$ cat src/core/pswm_pkg.sv
package pswm_pkg;

  localparam int unsigned CLK_MHZ          = 250;
  localparam int unsigned HOLD_TIME_S      = 4;
  localparam longint unsigned HOLD_CYCLES  = longint'(HOLD_TIME_S) * 1000000 * CLK_MHZ;
  localparam int unsigned DEBOUNCE_TIME_US = 10;
  localparam int unsigned DEBOUNCE_CYCLES  = DEBOUNCE_TIME_US * CLK_MHZ;
  localparam int unsigned CNT_W            = 32;
  localparam int unsigned DB_W             = 16;

  localparam int unsigned NUM_RAILS  = 5;
  localparam int unsigned NUM_FANS   = 3;
  localparam int unsigned TEMP_W     = 8;
  localparam int unsigned ADC_W      = 10;
  localparam int unsigned DUTY_W     = 8;

  // graphics_memory_hub floor, degrees C
  localparam logic [7:0] GMH_FLOOR_C = 8'h42;

  localparam logic [7:0] FAN_TEMP_LO = 8'h28;
  localparam logic [7:0] FAN_TEMP_HI = 8'h50;
  localparam logic [7:0] DUTY_MIN    = 8'h40;
  localparam logic [7:0] DUTY_MAX    = 8'hFF;
  localparam logic [7:0] DUTY_STEP   = 8'h01;
  localparam logic [7:0] DUTY_RESET  = 8'h00;

  typedef enum logic [2:0] {
    PSWM_S0 = 3'b000,
    PSWM_S1 = 3'b001,
    PSWM_S3 = 3'b011,
    PSWM_S4 = 3'b100,
    PSWM_S5 = 3'b101
  } pswm_state_t;

  // wake source bundle
  typedef struct packed {
    logic lan;
    logic pme;
    logic rtc;
    logic pcie;
    logic ps2;
    logic serial;
    logic usb;
  } pswm_wake_t;

  typedef struct packed {
    logic go_s1;
    logic go_s3;
    logic go_s4;
    logic soft_off;
  } pswm_cmd_t;

  typedef struct packed {
    logic [ADC_W-1:0] lo;
    logic [ADC_W-1:0] hi;
  } pswm_window_t;

  function automatic logic pswm_is_sleep(input pswm_state_t s);
    return (s == PSWM_S1) || (s == PSWM_S3) || (s == PSWM_S4);
  endfunction

  function automatic logic pswm_deep(input pswm_state_t s);
    return (s == PSWM_S4) || (s == PSWM_S5);
  endfunction

endpackage

$ cat src/core/pswm_debounce.sv
`timescale 1ns/1ps
module pswm_debounce
  import pswm_pkg::*;
(
  input  wire logic clk,
  input  wire logic rst_n,
  input  wire logic raw,
  output logic      clean
);
  logic [DB_W-1:0] cnt_q;

  always_ff @(posedge clk or negedge rst_n) begin
    if (!rst_n) begin
      cnt_q <= '0;
    end else if (raw == clean) begin
      cnt_q <= '0;
    end else begin
      cnt_q <= cnt_q + DB_W'(1);
    end
  end

  always_ff @(posedge clk or negedge rst_n) begin
    if (!rst_n) begin
      clean <= 1'b0;
    end else if ((raw != clean) && (cnt_q >= DB_W'(DEBOUNCE_CYCLES - 1))) begin
      clean <= raw;
    end
  end
endmodule

$ cat src/core/pswm_fan_loop.sv
`timescale 1ns/1ps
module pswm_fan_loop
  import pswm_pkg::*;
(
  input  wire logic              clk,
  input  wire logic              rst_n,
  input  wire logic              run,
  input  wire logic              tick,
  input  wire logic [TEMP_W-1:0] temp,
  output logic      [DUTY_W-1:0] duty
);
  logic [DUTY_W-1:0] target;

  always_comb begin
    if (temp <= FAN_TEMP_LO) begin
      target = DUTY_MIN;
    end else if (temp >= FAN_TEMP_HI) begin
      target = DUTY_MAX;
    end else begin
      target = DUTY_MIN + DUTY_W'((temp - FAN_TEMP_LO) << 2);
    end
  end

  // duty snaps up to DUTY_MIN, then slews one step per tick toward the thermal target
  always_ff @(posedge clk or negedge rst_n) begin
    if (!rst_n) begin
      duty <= DUTY_RESET;
    end else if (!run) begin
      duty <= DUTY_RESET;
    end else if (duty < DUTY_MIN) begin
      duty <= DUTY_MIN;
    end else if (tick && (duty < target)) begin
      duty <= duty + DUTY_STEP;
    end else if (tick && (duty > target)) begin
      duty <= duty - DUTY_STEP;
    end
  end
endmodule

$ cat src/core/pswm_top.sv
// Operation
// - short press: off->on, on->sleep, sleep->on
// - long press forces soft-off from on/sleep
// - wake sources gated by permitted sleep states
// - usb power removed in S4 and S5
// - pcie wake honored only when enabled
// - closed intrusion switch flags intrusion
// - hub temperature reported no lower than floor
// - flag each of five rails out of window
// - closed-loop speed for three fans
// - soft-off command in S0 removes power, enters S5
// - fans on in S0, off otherwise
`timescale 1ns/1ps
module pswm_top
  import pswm_pkg::*;
#(
  parameter longint unsigned HOLD_LIMIT = HOLD_CYCLES
) (
  input  wire logic                          MCLK,
  input  wire logic                          RST_N,
  input  wire logic                          PWR_SW,
  input  wire pswm_pkg::pswm_wake_t          WAKE_IN,
  input  wire logic                          PCIE_WAKE_EN,
  input  wire pswm_pkg::pswm_cmd_t           OS_CMD,
  input  wire logic                          INTRUSION_SW,
  input  wire logic                          INTRUSION_CLR,
  input  wire logic [pswm_pkg::TEMP_W-1:0]   HUB_TEMP_RAW,
  input  wire logic [pswm_pkg::TEMP_W-1:0]   CPU_TEMP,
  input  wire logic [pswm_pkg::TEMP_W-1:0]   AMB_TEMP,
  input  wire logic [pswm_pkg::ADC_W-1:0]    RAIL_LVL [pswm_pkg::NUM_RAILS],
  input  wire pswm_pkg::pswm_window_t        RAIL_WIN [pswm_pkg::NUM_RAILS],
  input  wire logic                          FAN_TICK,
  output pswm_pkg::pswm_state_t              SLEEP_STATE,
  output logic                               SYS_PWR_EN,
  output logic                               USB_PWR_EN,
  output logic                               FAN_EN,
  output logic [pswm_pkg::DUTY_W-1:0]        FAN_DUTY [pswm_pkg::NUM_FANS],
  output logic                               INTRUSION,
  output logic [pswm_pkg::TEMP_W-1:0]        HUB_TEMP,
  output logic [pswm_pkg::NUM_RAILS-1:0]     RAIL_FAULT,
  output logic                               WAKE_EVENT
);
  import pswm_pkg::*;

  logic        rst_s1_q;
  logic        rst_s2_q;
  logic        rst_n;
  logic        sw_clean;
  logic        sw_prev_q;
  logic [CNT_W-1:0] hold_q;
  logic        long_q;
  logic        release_ev;
  logic        short_press;
  logic        long_press;
  logic        wake_ok;
  pswm_state_t state_q;
  pswm_state_t state_d;
  logic [DUTY_W-1:0] duty [NUM_FANS];
  logic [TEMP_W-1:0] fan_temp [NUM_FANS];

  always_ff @(posedge MCLK or negedge RST_N) begin
    if (!RST_N) begin
      rst_s1_q <= 1'b0;
      rst_s2_q <= 1'b0;
    end else begin
      rst_s1_q <= 1'b1;
      rst_s2_q <= rst_s1_q;
    end
  end
  assign rst_n = rst_s2_q;

  pswm_debounce u_db (
    .clk   (MCLK),
    .rst_n (rst_n),
    .raw   (PWR_SW),
    .clean (sw_clean)
  );

  // press duration counter, saturating
  always_ff @(posedge MCLK or negedge rst_n) begin
    if (!rst_n) begin
      hold_q <= '0;
    end else if (!sw_clean) begin
      hold_q <= '0;
    end else if (hold_q < CNT_W'(HOLD_LIMIT)) begin
      hold_q <= hold_q + CNT_W'(1);
    end
  end

  always_ff @(posedge MCLK or negedge rst_n) begin
    if (!rst_n) begin
      sw_prev_q <= 1'b0;
      long_q    <= 1'b0;
    end else begin
      sw_prev_q <= sw_clean;
      if (!sw_clean) begin
        long_q <= 1'b0;
      end else if (long_press) begin
        long_q <= 1'b1;
      end
    end
  end

  // long press acts once, at threshold; short press acts on release
  assign long_press  = sw_clean && !long_q && (hold_q == CNT_W'(HOLD_LIMIT));
  assign release_ev  = sw_prev_q && !sw_clean;
  assign short_press = release_ev && !long_q;

  // wake gating per sleep state
  always_comb begin
    wake_ok = 1'b0;
    if (pswm_is_sleep(state_q) || (state_q == PSWM_S5)) begin
      wake_ok = WAKE_IN.lan || WAKE_IN.pme || WAKE_IN.rtc || WAKE_IN.ps2
             || (WAKE_IN.pcie && PCIE_WAKE_EN);
      if (!pswm_deep(state_q)) begin
        wake_ok = wake_ok || WAKE_IN.serial || WAKE_IN.usb;
      end
    end
  end

  always_comb begin
    state_d = state_q;
    case (state_q)
      PSWM_S0: begin
        if (long_press || OS_CMD.soft_off) begin
          state_d = PSWM_S5;
        end else if (short_press || OS_CMD.go_s3) begin
          state_d = PSWM_S3;
        end else if (OS_CMD.go_s1) begin
          state_d = PSWM_S1;
        end else if (OS_CMD.go_s4) begin
          state_d = PSWM_S4;
        end
      end
      PSWM_S1, PSWM_S3, PSWM_S4: begin
        if (long_press) begin
          state_d = PSWM_S5;
        end else if (short_press || wake_ok) begin
          state_d = PSWM_S0;
        end
      end
      PSWM_S5: begin
        if (short_press || wake_ok) begin
          state_d = PSWM_S0;
        end
      end
      default: state_d = PSWM_S5;
    endcase
  end

  always_ff @(posedge MCLK or negedge rst_n) begin
    if (!rst_n) begin
      state_q    <= PSWM_S5;
      WAKE_EVENT <= 1'b0;
    end else begin
      state_q    <= state_d;
      WAKE_EVENT <= (state_q != PSWM_S0) && wake_ok;
    end
  end

  always_ff @(posedge MCLK or negedge rst_n) begin
    if (!rst_n) begin
      SYS_PWR_EN <= 1'b0;
      USB_PWR_EN <= 1'b0;
      FAN_EN     <= 1'b0;
    end else begin
      SYS_PWR_EN <= (state_d == PSWM_S0) || (state_d == PSWM_S1);
      USB_PWR_EN <= !pswm_deep(state_d);
      FAN_EN     <= (state_d == PSWM_S0);
    end
  end
  assign SLEEP_STATE = state_q;

  // intrusion latch; a closed switch beats a clear
  always_ff @(posedge MCLK or negedge rst_n) begin
    if (!rst_n) begin
      INTRUSION <= 1'b0;
    end else if (INTRUSION_SW) begin
      INTRUSION <= 1'b1;
    end else if (INTRUSION_CLR) begin
      INTRUSION <= 1'b0;
    end
  end

  always_ff @(posedge MCLK or negedge rst_n) begin
    if (!rst_n) begin
      HUB_TEMP <= GMH_FLOOR_C;
    end else if (HUB_TEMP_RAW <= GMH_FLOOR_C) begin
      HUB_TEMP <= GMH_FLOOR_C;
    end else begin
      HUB_TEMP <= HUB_TEMP_RAW;
    end
  end

  always_ff @(posedge MCLK or negedge rst_n) begin
    if (!rst_n) begin
      RAIL_FAULT <= '0;
    end else begin
      for (int i = 0; i < NUM_RAILS; i++) begin
        RAIL_FAULT[i] <= (RAIL_LVL[i] > RAIL_WIN[i].hi) || (RAIL_LVL[i] < RAIL_WIN[i].lo);
      end
    end
  end

  assign fan_temp[0] = CPU_TEMP;
  assign fan_temp[1] = AMB_TEMP;
  assign fan_temp[2] = HUB_TEMP;

  for (genvar f = 0; f < NUM_FANS; f++) begin : g_fan
    pswm_fan_loop u_fan (
      .clk   (MCLK),
      .rst_n (rst_n),
      .run   (FAN_EN),
      .tick  (FAN_TICK),
      .temp  (fan_temp[f]),
      .duty  (duty[f])
    );
    assign FAN_DUTY[f] = duty[f];
  end
endmodule

$ cat config.mk
export PLATFORM = sky130hd
export DESIGN_NAME = pswm_top
export DESIGN_NICKNAME = d
export VERILOG_FILES = /design/src/core/pswm_pkg.sv /design/src/core/pswm_debounce.sv /design/src/core/pswm_fan_loop.sv /design/src/core/pswm_top.sv
export SDC_FILE = /design/constraint.sdc
export NUM_CORES = 1
export LEC_CHECK = 0
export BUFFER_PORTS_ARGS = -buffer_cell sky130_fd_sc_hd__buf_2
export CAP_MARGIN = 30
export CORE_MARGIN = 2
export CORE_UTILIZATION = 54
export CTS_BUF_LIST = sky130_fd_sc_hd__clkbuf_16
export DETAILED_ROUTE_END_ITERATION = 10
export PLACE_DENSITY = 0.82
export SETUP_SLACK_MARGIN = 0.02
export SYNTH_ARGS = -nofsm -noshare
export SYNTH_HDL_FRONTEND = slang
export SYNTH_SLANG_ARGS = --single-unit
$ cat constraint.sdc
create_clock -name MCLK -period 3.85 [get_ports MCLK]
set_clock_uncertainty 0.05 [all_clocks]
set_input_delay 0.1925 -clock MCLK [delete_from_list [all_inputs] [get_ports MCLK]]
set_output_delay 0.1925 -clock MCLK [all_outputs]
set_load 0.03 [all_outputs]
==> results.py, run 1 <==
metrics = {
    "die": {
        "rows": 45,
        "die_area_mm2": 0.0168,
        "die_y_um": 130,
        "io_pins": 237,
        "dieWidth_um": 130,
        "start_util": 0.555,
        "core-area_mm2": 0.0153,
    },
    "timing": {
        "hold_slack_ns": 0.00650,
        "worst_slew_margin_rel": 0.382,
        "setup_viol": 1,
        "layout_worst_path_cycle_share": 1.00,
        "setup_slack_ns": -0.0192,
        "period_needed_ns": 3.87,
        "clock.fmax_ghz": 0.258,
        "hold_viol_final": 0,
        "tightest_slew_ns": 0.928,
        "drv_slew": 0,
        "rsz0062_at_grt": "true",
    },
    "global_routing": {
        "grt_pass1_wl_mm": 32.9,
        "antenna_found_initial": 1,
        "track_usage": 0.238,
        "grt_max_degree": 73,
        "grt_pass1_vias": 7746,
        "grt.overflow.total": 0,
    },
    "route": {
        "wl_per_cell_um": 13.2,
        "drt-initial-drc-count": 361,
        "drc": 0,
        "vias": 7930,
        "drtPass1Iterations": 5,
        "wirelength_mm": 19.5,
        "final_antenna_net_count": 0,
        "via_per_inst": 5.34,
    },
    "worst_setup_path": {
        "startpoint_type": "flop",
        "crit_arrival_ns": 4.03,
        "crit_type": "flop to flop",
        "path_max_fanout": 7,
        "cp-end-kind": "flop",
        "cp_data_required_time_ns": 4.01,
    },
    "logic_synthesis": {
        "yosys_most_used_dff": "dfrtp_1",
        "synthCells": 988,
        "synth-edff-count": 0,
        "synthArstFlopShare": 1.00,
        "ys_types": 64,
        "synth_top_cell_area_share": 0.277,
        "synth_top_cell_by_area": "dfrtp_1",
        "synth-seq-cells": 98,
        "synth_area_per_cell_um2": 8.61,
        "syn_area_mm2": 0.00851,
        "synth_nets": 1329,
        "yosysSeqAreaShare": 0.289,
        "synth_top_cells_by_area": "dfrtp_1 28%, ha_1 21%, inv_1 5.9%",
        "yosysWarningCount": 0,
    },
    "pwr": {
        "total_power_uw": 3800,
        "power_density_mw_per_mm2": 351,
        "power.leakage_uw": 0.00578,
        "ir_worst_vdd_v": 0.000231,
    },
    "clocking": {
        "path_clk_slew_ns": 0.07,
        "clkLatencyLatePin_ns": 0.35,
        "cts_buffers": 9,
        "clock_sinks": 98,
        "cts_tree": "done",
        "htreeDepth": 3,
        "clockRootBuffer": "clkbuf_16",
        "clockBufferDepth": 2,
    },
    "job": {
        "timing.max_cap.violations": 0,
    },
    "run_status": {
        "violations": "setup timing",
        "status": "finished with violations",
    },
    "final_layout": {
        "area_growth_pct": 27.2,
        "nNetsFinal": 1608,
        "fillers": 1203,
        "drive_gt1_frac": 0.278,
    },
    "placement": {
        "globalplace.congestion": 0.889,
        "port_buffers": 236,
        "dp_hpwl_mm": 15.4,
    },
    "worst_hold_path": {
        "hp-class": "input port to flop",
    },
}
[power breakdown]
group          internal (uW)  switching [uW]
Clock                    429             384
Combinational            717             892
Sequential              1170             202
[final timing paths]
kind | start | end | slack (ns) | cells past startpoint
max in group asynchronous | rst_n | u_db.cnt_q[14] | 2.43 | 1
setup / recovery | HUB_TEMP[4] | g_fan[2].u_fan.duty[7] | -0.02 | 17
hold / removal | HUB_TEMP_RAW[6] | HUB_TEMP[6] | 0.006 | 2
hold reg to reg | rst_s1_q | rst_n | 0.30 | 0
min in group asynchronous | RST_N | rst_n | 0.11 | 2
setup reg to reg | HUB_TEMP[4] | g_fan[2].u_fan.duty[7] | -0.02 | 17
[layout make-up]
cell class | instances | area (um2) | area share
multi-input combinational | 739 | 5740 | 0.531
sequential | 98 | 2460 | 0.228
timing repair buffer | 285 | 1570 | 0.146
inverter | 134 | 505 | 0.0467
tap | 211 | 264 | 0.0244
clock buffer | 9 | 225 | 0.0208
clock inverter | 7 | 36.3 | 0.00335
antenna | 2 | 5.00 | 0.000463
[cells in the mapped netlist, types with 4 or more instances]
cell type  number
ha_1          146
inv_1         134
dfrtp_1        94
nor2_1         85
a21oi_1        62
nand2_1        44
o21ai_0        44
nand3_1        41
xnor2_1        36
nor3_1         30
and2_1         27
xor2_1         27
a21o_1         20
nand4_1        20
nor2b_1        18
clkbuf_1       14
mux2i_1        12
a211oi_1       11
nand2b_1        9
a21boi_0        8
and3_1          8
o2111ai_1       6
o211ai_1        6
or3_1           6
nor4_1          5
o21a_1          5
dfstp_2         4
nand4b_1        4
nor4b_1         4
[layout by cell type (no fill, tap or decap), types with 20 or more instances in the layout]
master and instances:
a21oi_1 56, and2_1 27, buf_2 236, buf_4 41, dfrtp_1 91, ha_1 135
inv_1 132, nand2_1 42, nand3_1 38, nand4_1 20, nor2_1 84, nor3_1 28
o21ai_0 38, xnor2_1 35, xor2_1 27
[critical path, stage by stage (launching register included)]
cell,delay (ns)
dfrtp_2,0.42
ha_4,0.15
a211o_1,0.29
a21o_4,0.24
a211oi_4,0.18
ha_1,0.29
a21oi_1,0.14
a21boi_0,0.09
or4_1,0.42
buf_6,0.17
ha_4,0.21
a21oi_2,0.14
o211ai_1,0.14
o41ai_2,0.33
xnor2_1,0.16
nand2_1,0.08
xor2_1,0.16
nor2_1,0.06
[metrics by stage]
stage          TNS [ns]  cells  setup slack, ns  utilization  cell area [um2]
3_5_place_dp     -0.618   1456           -0.230        0.675            10300
2_1_floorplan    -0.187    988           -0.132            -             8710
4_1_cts         -0.0731   1476          -0.0731        0.697            10700
3_3_place_gp     -0.156   1456           -0.126        0.675            10300
5_1_grt          -0.503   1484           -0.249        0.706            10800
6_report        -0.0192   1485          -0.0192        0.706            10800
[logic make-up after synthesis]
| family | after synthesis | synth area share |
|---|---|---|
| adders and majority gates | 149 | 0.222 |
| xor gates and xnor gates | 63 | 0.0649 |
| buffers and inverters | 151 | 0.0681 |
| and+or+nand+nor | 316 | 0.192 |
| AOI/OAI and AO/OA | 196 | 0.147 |
| DFF | 98 | 0.289 |
| other | 1 | 0.000441 |
| muxes | 14 | 0.0168 |
[registers in the layout, indices dropped and copies added, names as in the netlist]
register	flops
INTRUSION	1
long_q	1
u_db.cnt_q	16
sw_prev_q	1
FAN_EN	1
SLEEP_STATE	3
hold_q	32
rst_s1_q	1
g_fan.u_fan.duty	24
SYS_PWR_EN	1
rst_n	1
RAIL_FAULT	5
USB_PWR_EN	1
HUB_TEMP	8
u_db.clean	1
WAKE_EVENT	1
[repair_timing]
| action | in CTS | in global routing |
|---|---|---|
| hold buffers | 4 | 0 |
| pin swaps | 8 | 23 |
| gates resized for setup | 5 | 23 |
| buffers inserted | 0 | 7 |
| hold endpoints to repair | 6 | 0 |
| setup endpoints to repair | 2 | 7 |
[per-layer routing]
metal  up-vias  track usage  part of all wire
li1       4019            -                 -
met1      3672        0.291              0.44
met2       213        0.426              0.50
met3        26       0.0392             0.046
met4         0       0.0797             0.019
met5         -            0                 0
No activity file was read; power rests on OpenSTA's default activity.
==> inputs of run 2 (changes only) <==
--- a/config.mk
+++ b/config.mk
@@ -7,11 +7,13 @@
 export LEC_CHECK = 0
 export BUFFER_PORTS_ARGS = -buffer_cell sky130_fd_sc_hd__buf_2
 export CAP_MARGIN = 30
+export CELL_PAD_IN_SITES_DETAIL_PLACEMENT = 0
+export CELL_PAD_IN_SITES_GLOBAL_PLACEMENT = 1
 export CORE_MARGIN = 2
-export CORE_UTILIZATION = 54
+export CORE_UTILIZATION = 40
 export CTS_BUF_LIST = sky130_fd_sc_hd__clkbuf_16
 export DETAILED_ROUTE_END_ITERATION = 10
-export PLACE_DENSITY = 0.82
+export PLACE_DENSITY_LB_ADDON = 0.1
 export SETUP_SLACK_MARGIN = 0.02
 export SYNTH_ARGS = -nofsm -noshare
 export SYNTH_HDL_FRONTEND = slang
==> results.py, run 2 (synthesis gave the netlist of run 1 again) <==
metrics = {
    "timing": {
        "tns_ns": -0.0958,
        "clock.fmax_ghz": 0.253,
        "drv_slew": 0,
        "period_needed_ns": 3.95,
        "setup_viol": 1,
        "rsz0062_at_grt": "true",
        "hold_viol_final": 0,
        "worst_slew_margin_rel": 0.556,
        "setup_slack_ns": -0.0958,
        "layout_worst_path_cycle_share": 1.02,
        "tightest_slew_ns": 0.666,
    },
    "die": {
        "io_pins": 237,
        "core-area_mm2": 0.0210,
        "die_y_um": 150,
        "die_area_mm2": 0.0224,
        "dieWidth_um": 150,
        "start_util": 0.406,
        "rows": 53,
    },
    "pwr": {
        "power_frac_clock": 0.237,
        "power.leakage_uw": 0.00584,
        "power_density_mw_per_mm2": 357,
        "power_frac_seq": 0.351,
        "p_switching_uw": 1500,
        "combPwrFrac": 0.412,
        "power.internal_uw": 2410,
        "ir_worst_vdd_v": 0.000171,
        "swShare": 0.383,
    },
    "final_layout": {
        "final_area_mm2": 0.0109,
        "instances_no_fill": 1556,
        "largest_reg_flops": 32,
        "nNetsFinal": 1617,
        "num_antenna_cells": 0,
        "fillers": 2079,
        "drive_gt1_frac": 0.281,
        "area_growth_pct": 28.7,
        "seqCellArea_mm2": 0.00246,
        "final_common_cell": "buf_2",
        "multi_input_area_mm2": 0.00570,
        "postLayoutCoreUtil": 0.523,
        "mostFrequentLayoutCells": "236 x buf_2, 136 x ha_1, 134 x inv_1",
        "reg_top3": "hold_q: 32 flops, g_fan.u_fan.duty: 24 flops, u_db.cnt_q: 16 flops",
        "regMostFlops": "hold_q",
    },
    "clocking": {
        "cts_tree": "done",
        "cts_buffers": 9,
        "path_clk_slew_ns": 0.08,
        "htreeDepth": 3,
        "clock_sinks": 98,
        "clockBufferDepth": 2,
        "clockRootBuffer": "clkbuf_16",
        "clkLatencyLatePin_ns": 0.35,
    },
    "global_routing": {
        "grt.overflow.total": 0,
        "grt_max_degree": 47,
        "antenna_found_initial": 0,
        "grt_pass1_wl_mm": 33.1,
        "track_usage": 0.177,
        "grt_pass1_vias": 7416,
    },
    "placement": {
        "port_buffers": 236,
        "place_inst": 1533,
        "placed_cell_area_mm2": 0.0105,
        "dp_hpwl_mm": 16.0,
        "pre_cts_slack_ns": -0.301,
        "globalplace.congestion": 0.779,
    },
    "route": {
        "via_per_inst": 4.89,
        "wirelength_mm": 19.5,
        "drtPass1Iterations": 4,
        "vias": 7606,
        "drc": 0,
        "drt-initial-drc-count": 212,
        "final_antenna_net_count": 0,
        "wl_per_cell_um": 12.5,
    },
    "worst_setup_path": {
        "cp-end-kind": "flop",
        "reg2reg_slack_ns": -0.1,
        "crit_type": "flop to flop",
        "crit_arrival_ns": 4.11,
        "path_max_fanout": 7,
        "cp_data_required_time_ns": 4.01,
        "startpoint_type": "flop",
    },
    "worst_hold_path": {
        "hp-class": "input port to flop",
    },
    "run_status": {
        "violations": "setup timing",
        "status": "finished with violations",
    },
    "job": {
        "timing.max_cap.violations": 0,
    },
}
run 2: cell types whose count changed in the layout (fill, tap and decap cells not counted), sizes merged:
cell	before	now
buf	281	290
clkinvlp	2	1
bufinv	0	1
clkinv	5	1
diode	2	0
inv	134	138
run 2: worst paths after layout:
check,from,endpoint,cells after the start
worst max register to register,HUB_TEMP[4],g_fan[2].u_fan.duty[7],17
min in group asynchronous,RST_N,rst_n,2
worst min register to register,rst_s1_q,rst_n,0
max in group asynchronous,rst_n,SLEEP_STATE[0],1
worst max-delay path,HUB_TEMP[4],g_fan[2].u_fan.duty[7],17
worst min-delay path,HUB_TEMP_RAW[1],HUB_TEMP[1],2
run 2: critical path: stages, from the launching register on:
cell      delay (ns)
dfrtp_2         0.41
ha_2            0.16
a211o_1         0.30
a21o_4          0.23
a21oi_2         0.11
ha_1            0.28
a21oi_1         0.14
a31oi_1         0.09
or4_1           0.54
buf_6           0.17
ha_4            0.21
a21oi_2         0.15
o211ai_1        0.13
o41ai_2         0.36
xnor2_1         0.16
nand2_1         0.08
xor2_1          0.16
nor2_1          0.05
run 2: through the flow:
step                hold WS (ns)  total power, uW
global route              0.0208             4220
floorplan                 -0.153             2440
global placement         -0.0724             2970
detailed placement       -0.0718             2990
CTS                   0.00000386             3950
finish                    0.0112             3910
run 2: repair_timing:
action	in CTS	in global routing
endpoints found under the setup margin	2	6
resized for setup	4	14
pin swaps	2	18
gates cloned	0	0
endpoints found under the hold margin	5	0
buffers inserted	0	3
hold buffers	4	0
run 2: layout make-up:
class                   count  share of cell area
clock buffers               9              0.0206
inverters                 134              0.0459
repair buffers            294               0.149
multi-input cells         739               0.521
well taps                 275              0.0314
clock inverters             7             0.00697
flip-flops and latches     98               0.225
run 2: power groups by stage:
stage	combinational, uW	clock, uW	sequential, uW
2_1_floorplan	919	0	1520
3_3_place_gp	1580	0	1390
3_5_place_dp	1590	0	1390
4_1_cts	1610	966	1370
5_1_grt	1820	998	1400
6_report	1610	927	1370
run 2: routing by layer:
metal / share of wire / global-route usage / vias up
li1: - / - / 4012
met1: 0.49 / 0.241 / 3425
met2: 0.45 / 0.292 / 157
met3: 0.047 / 0.0265 / 12
met4: 0.011 / 0.0476 / 0
met5: 0 / 0 / -
